$ cat src/include/iar_pkg.sv
// Package for the input alarm and relay logic: register map, field layout, reset values
// ==========================================================================
// Overview of operation
// - Each input has alarm enable, low and high setpoints; reset off, 0 K, 1000 K.
// - High alarm asserts when reading exceeds the high setpoint.
// - Low alarm asserts when reading is below the low setpoint.
// - Setpoint writes are clamped to the range of the input's preferred units.
// - Indicator lit steadily while any enabled alarm has its visible flag set.
// - Indicator flashes while any visible alarm is active.
// - A displayed input in alarm alternates status message and reading.
// - Beeper sounds when an enabled audible alarm becomes active; audible defaults on.
// - With latching on (default off) an alarm holds after the condition clears.
// - Only an accepted reset-alarm request or clearing the input's enable clears a latch; a declined request does nothing.
// - With latching off each alarm follows the current reading.
// - Non-latching high alarm clears at high setpoint minus dead band; default 1 K.
// - Non-latching low alarm clears at low setpoint plus dead band.
// - Two independent relays, each assignable to any input.
// - Off mode (default) leaves the relay drive deasserted.
// - On mode asserts the relay drive unconditionally.
// - Alarm mode, follow low: drive equals selected input's low alarm.
// - Alarm mode, follow high: drive equals selected input's high alarm.
// - Alarm mode, follow both (default): drive is low OR high alarm.
package iar_pkg;

  // Readings and setpoints: unsigned fixed point, 0.0001 K per count
  localparam int VAL_W = 24;
  localparam logic [VAL_W-1:0] LOW_SP_RST = 24'h000000;      // 0.0000 K
  localparam logic [VAL_W-1:0] HIGH_SP_RST = 24'h989680;     // 1000 K
  localparam logic [VAL_W-1:0] DEADBAND_RST = 24'h002710;    // 1.0000 K
  localparam logic [VAL_W-1:0] UNIT_MAX_RST = 24'hffffff;    // No unit limit until software sets one

  // ==========================================================================
  // Register map (byte addresses); per input block stride 0x20
  localparam logic [11:0] IN_STRIDE = 12'h020;
  localparam logic [11:0] OFF_IN_CFG = 12'h000;
  localparam logic [11:0] OFF_IN_LOW = 12'h004;
  localparam logic [11:0] OFF_IN_HIGH = 12'h008;
  localparam logic [11:0] OFF_IN_DB = 12'h00c;
  localparam logic [11:0] OFF_IN_MAX = 12'h010;
  localparam logic [11:0] OFF_IN_STAT = 12'h014;
  localparam logic [11:0] OFF_RELAY0 = 12'h080;
  localparam logic [11:0] OFF_RELAY1 = 12'h084;
  localparam logic [11:0] OFF_ALARM_CTL = 12'h088;
  localparam logic [11:0] OFF_SUMMARY = 12'h08c;

  // Input config fields
  localparam int CFG_EN_BIT = 0;
  localparam int CFG_VIS_BIT = 1;
  localparam int CFG_AUD_BIT = 2;
  localparam int CFG_LATCH_BIT = 3;
  localparam logic [3:0] CFG_RST = 4'h6;                     // visible and audible on

  // Relay fields
  localparam int RLY_MODE_LSB = 0;
  localparam int RLY_SRC_LSB = 2;
  localparam int RLY_FOL_LSB = 4;

  // Alarm control fields (write one to act)
  localparam int CTL_RESET_BIT = 0;
  localparam int CTL_BEEP_ACK_BIT = 1;

  // Half period of indicator flash and display alternation, in cycles of the 40 MHz clock
  localparam int CLK_HZ = 40_000_000;
  localparam int BLINK_MS = 500;
  localparam int BLINK_CYC = CLK_HZ / 1000 * BLINK_MS;
  localparam int BLINK_W = 25;

  typedef enum logic [1:0] {RLY_OFF, RLY_ON, RLY_ALARM} iar_rly_mode_t;
  typedef enum logic [1:0] {FOL_LOW, FOL_HIGH, FOL_BOTH} iar_follow_t;

  typedef struct packed {
    iar_follow_t follow;
    logic [1:0] src;
    iar_rly_mode_t mode;
  } iar_relay_cfg_t;

  typedef struct packed {
    logic latch;
    logic audible;
    logic visible;
    logic enable;
  } iar_in_cfg_t;

  localparam iar_relay_cfg_t RELAY_RST = '{follow: FOL_BOTH, src: 2'h0, mode: RLY_OFF};

endpackage

$ cat src/rtl/iar_alarm_relay.sv
// Alarm comparison, latching, annunciator, beeper and relay drive for four inputs
`timescale 1ns/1ps
module iar_alarm_relay
  import iar_pkg::*;
#(
  parameter int BLINK_CYCLES = BLINK_CYC
)
(
  input wire logic mclk,                        // System clock, 40 MHz
  input wire logic rst_b,                       // Asynchronous reset, active low
  input wire logic psel,                        // APB select
  input wire logic penable,                     // APB enable
  input wire logic pwrite,                      // APB write
  input wire logic [11:0] paddr,                // APB byte address
  input wire logic [31:0] pwdata,               // APB write data
  output logic [31:0] prdata,                   // APB read data
  output logic pready,                          // APB ready
  output logic pslverr,                         // APB error, unmapped address
  input wire logic [3:0] sampleValid,           // New reading strobe per input
  input wire logic [4*VAL_W-1:0] reading,       // Readings, input A in low bits
  input wire logic [1:0] displayedInput,        // Input shown on the front panel
  input wire logic displayActive,               // Front panel shows an input
  output logic alarmLed,                        // Alarm indicator drive
  output logic beeper,                          // Beeper drive
  output logic showAlarmMsg,                    // Display shows status instead of reading
  output logic [1:0] relayDrive                 // Relay coil drive, 1 energised
);

  // ==========================================================================
  // Register state
  iar_in_cfg_t inCfg_q [4];
  logic [VAL_W-1:0] lowSp_q [4];
  logic [VAL_W-1:0] highSp_q [4];
  logic [VAL_W-1:0] deadband_q [4];
  logic [VAL_W-1:0] unitMax_q [4];
  iar_relay_cfg_t relayCfg_q [2];
  logic [3:0] lowAlm_q;
  logic [3:0] highAlm_q;
  logic [3:0] lowAlm_d;
  logic [3:0] highAlm_d;
  logic beep_q;
  logic [BLINK_W-1:0] blinkCnt_q;
  logic blink_q;
  logic [1:0] relayDrive_q;

  logic wrEn;
  logic rdEn;
  logic [1:0] inIdx;
  logic [11:0] inOff;
  logic inSpace;
  logic mapped;
  logic resetReq;
  logic beepAck;
  logic [VAL_W-1:0] wrVal;
  logic [VAL_W-1:0] clampVal;
  logic [31:0] rdData;

  assign pready = 1'b1;
  assign wrEn = psel && penable && pwrite;
  assign rdEn = psel && penable && !pwrite;
  assign inIdx = paddr[6:5];
  assign inOff = paddr & (IN_STRIDE - 12'h001);
  assign inSpace = paddr < OFF_RELAY0;
  assign wrVal = pwdata[VAL_W-1:0];
  assign clampVal = (wrVal > unitMax_q[inIdx]) ? unitMax_q[inIdx] : wrVal;
  assign resetReq = wrEn && (paddr == OFF_ALARM_CTL) && pwdata[CTL_RESET_BIT];
  assign beepAck = wrEn && (paddr == OFF_ALARM_CTL) && pwdata[CTL_BEEP_ACK_BIT];

  // ==========================================================================
  // Address decode
  always_comb
  begin
    mapped = 1'b1;
    rdData = 32'h00000000;
    if (inSpace && inOff == OFF_IN_CFG)
      rdData = {28'h0000000, inCfg_q[inIdx]};
    else if (inSpace && inOff == OFF_IN_LOW)
      rdData = {8'h00, lowSp_q[inIdx]};
    else if (inSpace && inOff == OFF_IN_HIGH)
      rdData = {8'h00, highSp_q[inIdx]};
    else if (inSpace && inOff == OFF_IN_DB)
      rdData = {8'h00, deadband_q[inIdx]};
    else if (inSpace && inOff == OFF_IN_MAX)
      rdData = {8'h00, unitMax_q[inIdx]};
    else if (inSpace && inOff == OFF_IN_STAT)
      rdData = {30'h00000000, highAlm_q[inIdx], lowAlm_q[inIdx]};
    else if (paddr == OFF_RELAY0)
      rdData = {26'h0000000, relayCfg_q[0]};
    else if (paddr == OFF_RELAY1)
      rdData = {26'h0000000, relayCfg_q[1]};
    else if (paddr == OFF_ALARM_CTL)
      rdData = 32'h00000000;
    else if (paddr == OFF_SUMMARY)
      rdData = {20'h00000, relayDrive_q, beep_q, alarmLed, highAlm_q, lowAlm_q};
    else
      mapped = 1'b0;
  end

  assign pslverr = psel && penable && !mapped;

  always_ff @(posedge mclk or negedge rst_b)
  begin
    if (!rst_b)
      prdata <= 32'h00000000;
    else if (psel && !penable && !pwrite)
      prdata <= rdData;
  end

  // ==========================================================================
  // Per-input configuration and alarm state
  genvar gi;
  generate
    for (gi = 0; gi < 4; gi++)
    begin : gInput
      logic [VAL_W-1:0] rd;
      logic hiTrip;
      logic loTrip;
      logic hiClear;
      logic loClear;
      logic [VAL_W:0] hiRel;
      logic [VAL_W:0] loRel;
      logic selHere;

      assign selHere = inSpace && (inIdx == 2'(gi));
      assign rd = reading[gi*VAL_W +: VAL_W];
      assign hiTrip = rd > highSp_q[gi];
      assign loTrip = rd < lowSp_q[gi];
      assign hiRel = {1'b0, highSp_q[gi]} - {1'b0, deadband_q[gi]};
      assign loRel = {1'b0, lowSp_q[gi]} + {1'b0, deadband_q[gi]};
      assign hiClear = hiRel[VAL_W] ? 1'b0 : ({1'b0, rd} <= hiRel);
      assign loClear = {1'b0, rd} >= loRel;

      always_ff @(posedge mclk or negedge rst_b)
      begin
        if (!rst_b)
        begin
          inCfg_q[gi] <= CFG_RST;
          lowSp_q[gi] <= LOW_SP_RST;
          highSp_q[gi] <= HIGH_SP_RST;
          deadband_q[gi] <= DEADBAND_RST;
          unitMax_q[gi] <= UNIT_MAX_RST;
        end
        else if (wrEn && selHere)
        begin
          if (inOff == OFF_IN_CFG)
            inCfg_q[gi] <= pwdata[3:0];
          else if (inOff == OFF_IN_LOW)
            lowSp_q[gi] <= clampVal;
          else if (inOff == OFF_IN_HIGH)
            highSp_q[gi] <= clampVal;
          else if (inOff == OFF_IN_DB)
            deadband_q[gi] <= wrVal;
          else if (inOff == OFF_IN_MAX)
            unitMax_q[gi] <= wrVal;
        end
      end

      // Hysteresis state follows the reading; a latch holds or sets, and clears on a reset request
      always_comb
      begin
        highAlm_d[gi] = highAlm_q[gi];
        lowAlm_d[gi] = lowAlm_q[gi];
        if (!inCfg_q[gi].enable)
        begin
          highAlm_d[gi] = 1'b0;
          lowAlm_d[gi] = 1'b0;
        end
        else if (sampleValid[gi])
        begin
          if (inCfg_q[gi].latch)
          begin
            highAlm_d[gi] = (highAlm_q[gi] & !resetReq) | hiTrip;
            lowAlm_d[gi] = (lowAlm_q[gi] & !resetReq) | loTrip;
          end
          else
          begin
            highAlm_d[gi] = hiTrip | (highAlm_q[gi] & !hiClear);
            lowAlm_d[gi] = loTrip | (lowAlm_q[gi] & !loClear);
          end
        end
        else if (resetReq && inCfg_q[gi].latch)
        begin
          highAlm_d[gi] = 1'b0;
          lowAlm_d[gi] = 1'b0;
        end
      end
    end
  endgenerate

  // A reset request meeting a sample still clears, but a trip in that sample sets the latch again
  always_ff @(posedge mclk or negedge rst_b)
  begin
    if (!rst_b)
    begin
      highAlm_q <= 4'h0;
      lowAlm_q <= 4'h0;
    end
    else
    begin
      highAlm_q <= highAlm_d;
      lowAlm_q <= lowAlm_d;
    end
  end

  // ==========================================================================
  // Annunciator, beeper and display alternation
  logic [3:0] enVis;
  logic [3:0] enAud;
  logic [3:0] active;
  logic [3:0] rising;
  logic anyVisEn;
  logic anyVisAct;

  generate
    for (gi = 0; gi < 4; gi++)
    begin : gFlags
      assign enVis[gi] = inCfg_q[gi].enable && inCfg_q[gi].visible;
      assign enAud[gi] = inCfg_q[gi].enable && inCfg_q[gi].audible;
    end
  endgenerate

  assign active = highAlm_q | lowAlm_q;
  assign rising = (highAlm_d | lowAlm_d) & ~active;
  assign anyVisEn = |enVis;
  assign anyVisAct = |(enVis & active);

  always_ff @(posedge mclk or negedge rst_b)
  begin
    if (!rst_b)
    begin
      blinkCnt_q <= '0;
      blink_q <= 1'b0;
    end
    else if (blinkCnt_q == BLINK_W'(BLINK_CYCLES - 1))
    begin
      blinkCnt_q <= '0;
      blink_q <= !blink_q;
    end
    else
      blinkCnt_q <= blinkCnt_q + BLINK_W'(1);
  end

  // Flashing takes precedence over the steady enabled indication
  assign alarmLed = anyVisAct ? blink_q : anyVisEn;
  assign showAlarmMsg = displayActive && active[displayedInput] && blink_q;

  // Beeper stays on until software acknowledges or no enabled audible alarm is active; a new activation wins over the ack
  always_ff @(posedge mclk or negedge rst_b)
  begin
    if (!rst_b)
      beep_q <= 1'b0;
    else if (|(rising & enAud))
      beep_q <= 1'b1;
    else if (beepAck || !(|(active & enAud)))
      beep_q <= 1'b0;
  end
  assign beeper = beep_q;

  // ==========================================================================
  // Relays
  generate
    for (gi = 0; gi < 2; gi++)
    begin : gRelay
      logic lo;
      logic hi;
      assign lo = lowAlm_q[relayCfg_q[gi].src];
      assign hi = highAlm_q[relayCfg_q[gi].src];

      always_ff @(posedge mclk or negedge rst_b)
      begin
        if (!rst_b)
          relayCfg_q[gi] <= RELAY_RST;
        else if (wrEn && paddr == (gi == 0 ? OFF_RELAY0 : OFF_RELAY1))
          relayCfg_q[gi] <= pwdata[5:0];
      end

      always_ff @(posedge mclk or negedge rst_b)
      begin
        if (!rst_b)
          relayDrive_q[gi] <= 1'b0;
        else
        begin
          case (relayCfg_q[gi].mode)
            RLY_ON: relayDrive_q[gi] <= 1'b1;
            RLY_ALARM:
            begin
              case (relayCfg_q[gi].follow)
                FOL_LOW: relayDrive_q[gi] <= lo;
                FOL_HIGH: relayDrive_q[gi] <= hi;
                default: relayDrive_q[gi] <= lo | hi;
              endcase
            end
            default: relayDrive_q[gi] <= 1'b0;
          endcase
        end
      end
    end
  endgenerate

  assign relayDrive = relayDrive_q;

endmodule

$ cat config.mk
export PLATFORM = sky130hd
export DESIGN_NAME = iar_alarm_relay
export DESIGN_NICKNAME = d
export VERILOG_FILES = /design/src/include/iar_pkg.sv /design/src/rtl/iar_alarm_relay.sv
export SDC_FILE = /design/constraint.sdc
export NUM_CORES = 2
export LEC_CHECK = 0
export ABC_AREA = 1
export BUFFER_PORTS_ARGS = -buffer_cell sky130_fd_sc_hd__buf_2
export CAP_MARGIN = 20
export CORE_MARGIN = 1
export CORE_UTILIZATION = 45
export CTS_CLUSTER_SIZE = 14
export DETAILED_ROUTE_END_ITERATION = 12
export PLACE_DENSITY_LB_ADDON = 0.15
export SYNTH_ARGS = -nofsm -noshare
export SYNTH_HDL_FRONTEND = slang
export SYNTH_SLANG_ARGS = --single-unit
$ cat constraint.sdc
create_clock -name mclk -period 8.1 [get_ports mclk]
set_clock_uncertainty 0.2 [all_clocks]
set_input_delay 1.215 -clock mclk [delete_from_list [all_inputs] [get_ports mclk]]
set_output_delay 1.215 -clock mclk [all_outputs]
set_load 0.05 [all_outputs]
### Yosys cells after proc, flatten, opt, wreduce, memory -nomap -nowiden

Cells that the tools add are included.

| storage, ports and cells | value |
|---|---|
| logic and storage cells | 319 |
| flip-flop bits (word level) | 481 |
| output and inout bits | 39 |

| cells by class | value |
|---|---|
| order comparisons | 23 |
| equal/unequal tests | 19 |
| bitwise gates (word level) | 46 |
| muxes and demuxes | 94 |
| add/subtract/negate cells | 9 |
| reductions and logical operators | 82 |

Operators with widths:

| cell | count |
|---|---|
| $mux W24 | 11 |
| $bmux W24 S2 | 4 |
| $gt A24 B24 Y1 | 5 |
| $add A24 B24 Y25 | 4 |
| $ge A24 B25 Y1 | 4 |
| $le A24 B25 Y1 | 4 |
| $sub A24 B24 Y25 | 4 |
| $lt A24 B24 Y1 | 4 |
| $mux W32 | 3 |
| $mux W12 | 5 |
| $mux W1 | 56 |
| $eq A12 B8 Y1 const B | 4 |
| $logic_and A1 B1 Y1 | 38 |
| $add A25 B1 Y25 const B | 1 |
| $eq A25 B25 Y1 const B | 1 |
| $mux W25 | 1 |
| $reduce_and A6 Y1 | 4 |
| $reduce_and A5 Y1 | 4 |
| $or A1 B1 Y1 | 18 |
| $and A1 B1 Y1 | 16 |
| $and A4 B4 Y4 | 4 |
| $reduce_and A4 Y1 | 4 |
| $reduce_or A4 Y1 | 4 |
| $bmux W1 S2 | 7 |
| other kinds (22) | 63 |

### Logic depth before layout (Yosys ltp)

| logic depth | value |
|---|---|
| depth after elaboration | 15 |
| depth in mapped cells | 31 |
| gate-level depth less buffers | 31 |

### Worst setup path after synthesis

OpenSTA, ideal clock, no wires.

| timing | value |
|---|---|
| path kind | in2out |
| start | input paddr[9] |
| end | output pslverr |
| required time | 6.685 ns |
| stages | 9 |
| slack | 3.066 ns |
| arrival time | 3.619 ns |
| path through | nor2_1 nand2_1 nor2_1 inv_2 nor2_1 inv_1 clkbuf_1 nand4_1 nor4_1 |

| on the way | value |
|---|---|
| word-level cells in the longest chain between the ends | 13 |

Ends and longest elaborated chain:

| element | RTL line | RTL |
|---|---|---|
| start, declared | iar_alarm_relay.sv:14 | `input wire logic [11:0] paddr,` |
| $eq A12 B8 Y1 | iar_alarm_relay.sv:93 | `else if (paddr == OFF_SUMMARY)` |
| $mux W1 | iar_alarm_relay.sv:93 |  |
| $mux W1 | iar_alarm_relay.sv:91 | `else if (paddr == OFF_ALARM_CTL)` |
| $mux W1 | iar_alarm_relay.sv:89 | `else if (paddr == OFF_RELAY1)` |
| $mux W1 | iar_alarm_relay.sv:87 | `else if (paddr == OFF_RELAY0)` |
| $mux W1 | iar_alarm_relay.sv:85 | `else if (inSpace && inOff == OFF_IN_STAT)` |
| $mux W1 | iar_alarm_relay.sv:83 | `else if (inSpace && inOff == OFF_IN_MAX)` |
| $mux W1 | iar_alarm_relay.sv:81 | `else if (inSpace && inOff == OFF_IN_DB)` |
| $mux W1 | iar_alarm_relay.sv:79 | `else if (inSpace && inOff == OFF_IN_HIGH)` |
| $mux W1 | iar_alarm_relay.sv:77 | `else if (inSpace && inOff == OFF_IN_LOW)` |
| $mux W1 * | iar_alarm_relay.sv:75 | `if (inSpace && inOff == OFF_IN_CFG)` |
| $logic_not A1 Y1 * | iar_alarm_relay.sv:99 | `assign pslverr = psel && penable && !mapped;` |
| $logic_and A1 B1 Y1 * | iar_alarm_relay.sv:99 |  |
| end, declared | iar_alarm_relay.sv:18 | `output logic pslverr,` |

Every way passes the cells marked *; elsewhere a longest branch is shown, timed or not.

### Worst setup path after layout

| timing | value |
|---|---|
| start | register deadband_q[72] (netlist bit) |
| end | register beep_q, in the netlist beeper |

| on the way | value |
|---|---|
| word-level cells in the longest chain between the ends | 14 |

Ends and longest elaborated chain:

| element | RTL line | RTL |
|---|---|---|
| start, declared | iar_alarm_relay.sv:34 | `logic [VAL_W-1:0] deadband_q [4];` |
| start signal, assigned by index | iar_alarm_relay.sv:152 | `deadband_q[gi] <= wrVal;` |
| $sub A24 B24 Y25 | iar_alarm_relay.sv:128 | `assign hiRel = {1'b0, highSp_q[gi]} - {1'b0, deadband_q[gi]};` |
| $le A24 B25 Y1 | iar_alarm_relay.sv:130 | `assign hiClear = hiRel[VAL_W] ? 1'b0 : ({1'b0, rd} <= hiRel);` |
| $mux W1 | iar_alarm_relay.sv:130 |  |
| $logic_not A1 Y1 | iar_alarm_relay.sv:177 | `highAlm_d[gi] = hiTrip \| (highAlm_q[gi] & !hiClear);` |
| $and A1 B1 Y1 | iar_alarm_relay.sv:177 |  |
| $or A1 B1 Y1 | iar_alarm_relay.sv:177 |  |
| $mux W1 | iar_alarm_relay.sv:170 | `if (inCfg_q[gi].latch)` |
| $mux W1 | iar_alarm_relay.sv:168 | `else if (sampleValid[gi])` |
| $mux W1 | iar_alarm_relay.sv:163 | `if (!inCfg_q[gi].enable)` |
| $or A4 B4 Y4 * | iar_alarm_relay.sv:223 | `assign rising = (highAlm_d \| lowAlm_d) & ~active;` |
| $and A4 B4 Y4 * | iar_alarm_relay.sv:223 |  |
| $and A4 B4 Y4 * | iar_alarm_relay.sv:252 | `else if (\|(rising & enAud))` |
| $reduce_or A4 Y1 * | iar_alarm_relay.sv:252 |  |
| $mux W1 or $reduce_bool A2 Y1 (tied branches) | - |  |
| end signal, assigned | iar_alarm_relay.sv:251 | `beep_q <= 1'b0;` |
| end signal, assigned | iar_alarm_relay.sv:253 | `beep_q <= 1'b1;` |
| end signal, assigned | iar_alarm_relay.sv:255 | `beep_q <= 1'b0;` |
| end, declared | iar_alarm_relay.sv:41 | `logic beep_q;` |

Marked as above.
A chain may end at the register's enable or synchronous reset.

==> impl_metrics.csv <==
group,metric,value,unit
setup_path,cp-start-kind,"flip-flop",
cts,path_clk_slew,60,ps
cts,cts_buffers,56,
detailed_routing,dr_wl_met3,15600,µm
setup_path,required,8430,ps
synth,synth_seq_area_share,30.5,%
setup_path,path_common_cell,"nand2_1",
sta,rsz0062_at_grt,"no",
cts,cts_root_buf,"clkbuf_16",
setup_path,slowest_stage,"dfrtp_1",
setup_path,crit_fanout,4,
detailed_routing,route.detailed.drc,0,
setup_path,slowest_delay,530,ps
cts,cts_resized,0,
finish,syn_to_final_growth,10.3,%
sta,hold_viol,0,
sta,setup_viol_count_final,0,
synth,synth_top_area_share,19.9,%
finish,fillers,8752,
detailed_routing,ant_nets,0,
synth,yosys_warnings,0,
global_routing,grt_pass1_wl,241000,µm
synth,synth_cell_type_count,68,
placement,port_buffers,173,
detailed_routing,first_pass_iters,6,
global_routing,antenna_found_initial,8,
floorplan,dieArea,0.0890,mm²
floorplan,pin_count,191,
finish,num-nets-final,5989,
cts,insertion_delay,660,ps
synth,syn_avg_cell_area,7.75,µm²
sta,min_period,5940,ps
power_and_ir_drop,power,0.00562,W
run,maxCapViolCount,0,
floorplan,start_util,45.5,%
synth,synth_edf_count,0,
sta,tns,0,ps
detailed_routing,vias_per_cell,6.01,
setup_path,cp-end-kind,"flip-flop",
sta,fmax,168,MHz
synth,synthTopCellsByArea,"dfrtp_1 20%, ha_1 19%, dfstp_2 11%",
synth,syn-cell-area,0.0395,mm²
min_path,hold_class,"flip-flop to flip-flop",
power_and_ir_drop,p_leak,21.4,nW
synth,synth_top_area_cell,"dfrtp_1",
placement,finalWeightedCongestion,1.05,
setup_path,critPathBufInv,1,
sta,worst_slew_pin_slew,1350,ps
detailed_routing,wl_per_cell,25.9,µm
cts,cts_tree,"built",
sta,slew_headroom,9.99,%
power_and_ir_drop,p_per_area,129,mW/mm²
detailed_routing,drt_iter0_markers,4512,
detailed_routing,wl_met2,70900,µm
sta,finalCritPeriodShare,73.4,%
setup_path,worstPathArrival,6270,ps
synth,ys_seq_elements,473,
global_routing,grt_util_all_layers,36.9,%
global_routing,grt_max_degree,177,
power_and_ir_drop,ir_worst_vdd,0.164,mV
cts,cts.sinks,473,
global_routing,grt_overflow,0,
global_routing,grt_pass1_vias,36400,
synth,synthFlopType,"dfrtp_1",
finish,final_layout_size_suffix_gt1_share,9.97,%
setup_path,worstSetupPathType,"flip-flop to flip-flop",
synth,async_reset_ff_share,100,%
placement,dpl-instance-area,0.0416,mm²
floorplan,die_h,298,µm
cts,htreeDepth,2,
detailed_routing,highest_layer,"met5",
sta,final_max_slew_viol_count,0,
cts,cts_max_path_buffers,3,
setup_path,crit_family,"simple AND/OR/NAND/NOR gates",
floorplan,fp.coreArea,0.0869,mm²
detailed_routing,wl_met1,69400,µm
finish,fin_area,0.0436,mm²
outcome,status,"completed",
floorplan,row_count,108,
floorplan,die_x,298,µm
cts,post_cts_buffers,0,
placement,dp_hpwl,136000,µm
detailed_routing,drt_wl_total,167000,µm
synth,syn_inst,5100,
cts,ctsHoldBuffers,0,
detailed_routing,vias,38700,
## layer usage
metal,up-vias,global-route usage [%]
met5,-,0
met4,2,20.9
met3,357,7.04
met2,1839,55.6
met1,18400,49.5
li1,18000,-
## area by class of cell
class,instances,area (µm²),share of cell area (%)
clock buffer,81,1580,3.62
sequential,473,12000,27.6
tap,1155,1450,3.32
timing repair buffer,220,1300,2.99
clock inverter,25,314,0.721
antenna,4,10.0,0.0230
inverter,619,2320,5.33
multi-input combinational,3858,24600,56.4
## power by group
group	internal, W	switching [W]	total, W	leakage, nW
sequential	0.00237	0.00000728	0.00238	5.20
combinational	0.000139	0.000435	0.000574	15.3
clock	0.00152	0.00114	0.00267	0.901
## stage by stage
step / setup WS, ps / instances / utilization (%) / hold slack, ps
detailed placement: 1890 / 6321 / 47.9 / 261
global route: 1820 / 6433 / 50.1 / 279
finish: 2160 / 6435 / 50.2 / 265
floorplan: 3070 / 5107 / - / 233
CTS: 2370 / 6427 / 50.1 / 273
global placement: 1860 / 6321 / 47.9 / 256
## cells in the final DEF (no fill, tap or decap), types with 9 or more instances in the layout
cell         n
o21a_1      17
xor2_1     100
buf_2      172
inv_2       12
a22o_1      25
a211oi_1    20
a221oi_1    29
inv_1      606
o32ai_1     11
o31ai_1     10
ha_1       601
a31oi_1     21
o2111ai_1   18
nor4_1      28
nor2_4      11
conb_1       9
xnor2_1     81
dfstp_2    158
nor3_1      61
buf_4       41
a21oi_1    418
o211ai_1    24
nand3b_1    10
a21o_1      19
o21ai_0    536
nand4_1     50
nor2_1     211
o21ai_1     51
o311ai_1    11
clkbuf_16   57
o21bai_1    12
nand3_1    294
o22ai_1    127
clkbuf_1    18
o221ai_1    23
nand2_1    942
dfrtp_1    315
## logic make-up (layout without fill, tap and decap cells)
family | Yosys count | after routing | share of synthesized area [%]
other cells | 2 | 13 | 0.0190
buf+inv | 776 | 945 | 7.58
fa+ha+maj | 609 | 609 | 19.4
compound gates | 1419 | 1419 | 20.7
xor+xnor | 181 | 181 | 4.01
flops | 473 | 473 | 30.5
simple gates | 1640 | 1640 | 17.8
## worst register-to-register path: cells and delay by family (launching register included)
kind                     cells  cell delay, ps
adder cells (fa/ha/maj)      3            1020
AND/OR/NAND/NOR             18            2650
buffers and inverters        1              60
AO/OA/AOI/OAI                7            1370
flip-flops                   1             530
## sequential cells by signal (all words and copies together), names as in the netlist
name        flops
blinkCnt_q     25
relayCfg_q     12
blink_q         1
relayDrive      2
lowAlm_q        4
prdata         24
highSp_q       96
unitMax_q      96
lowSp_q        96
deadband_q     96
beeper          1
inCfg_q        16
highAlm_q       4
## synthesized netlist by cell type, drive strengths merged, types with 3 or more instances
cell	n
inv	618
o22ai	127
a21boi	11
xor2	100
nor4	29
a31oi	21
a22oi	6
a221oi	35
a21o	19
nand3b	10
dfstp	158
o31ai	10
nand2	946
o21bai	12
o311ai	12
a22o	25
nand4	54
o21a	17
nor2	228
o2111ai	18
buf	61
ha	601
o211ai	24
o221ai	23
a211oi	20
nor3	65
dfrtp	315
and3	3
fa	8
a21oi	420
nand3	298
a32o	8
nor3b	3
clkbuf	96
o21ai	590
xnor2	81
o32ai	11
a41oi	4
## path summary, 6_finish.rpt
path	start	endpoint	slack (ps)	cells after the start
max in group asynchronous	rst_b	deadband_q[36]	5780	2
worst max register to register	deadband_q[72]	beeper	2160	29
worst min register to register	blinkCnt_q[0]	blinkCnt_q[0]	270	1
worst min-delay path	blinkCnt_q[0]	blinkCnt_q[0]	270	1
worst max-delay path	deadband_q[72]	beeper	2160	29
min in group asynchronous	rst_b	deadband_q[49]	400	1
(Power assumes the default switching activity.)
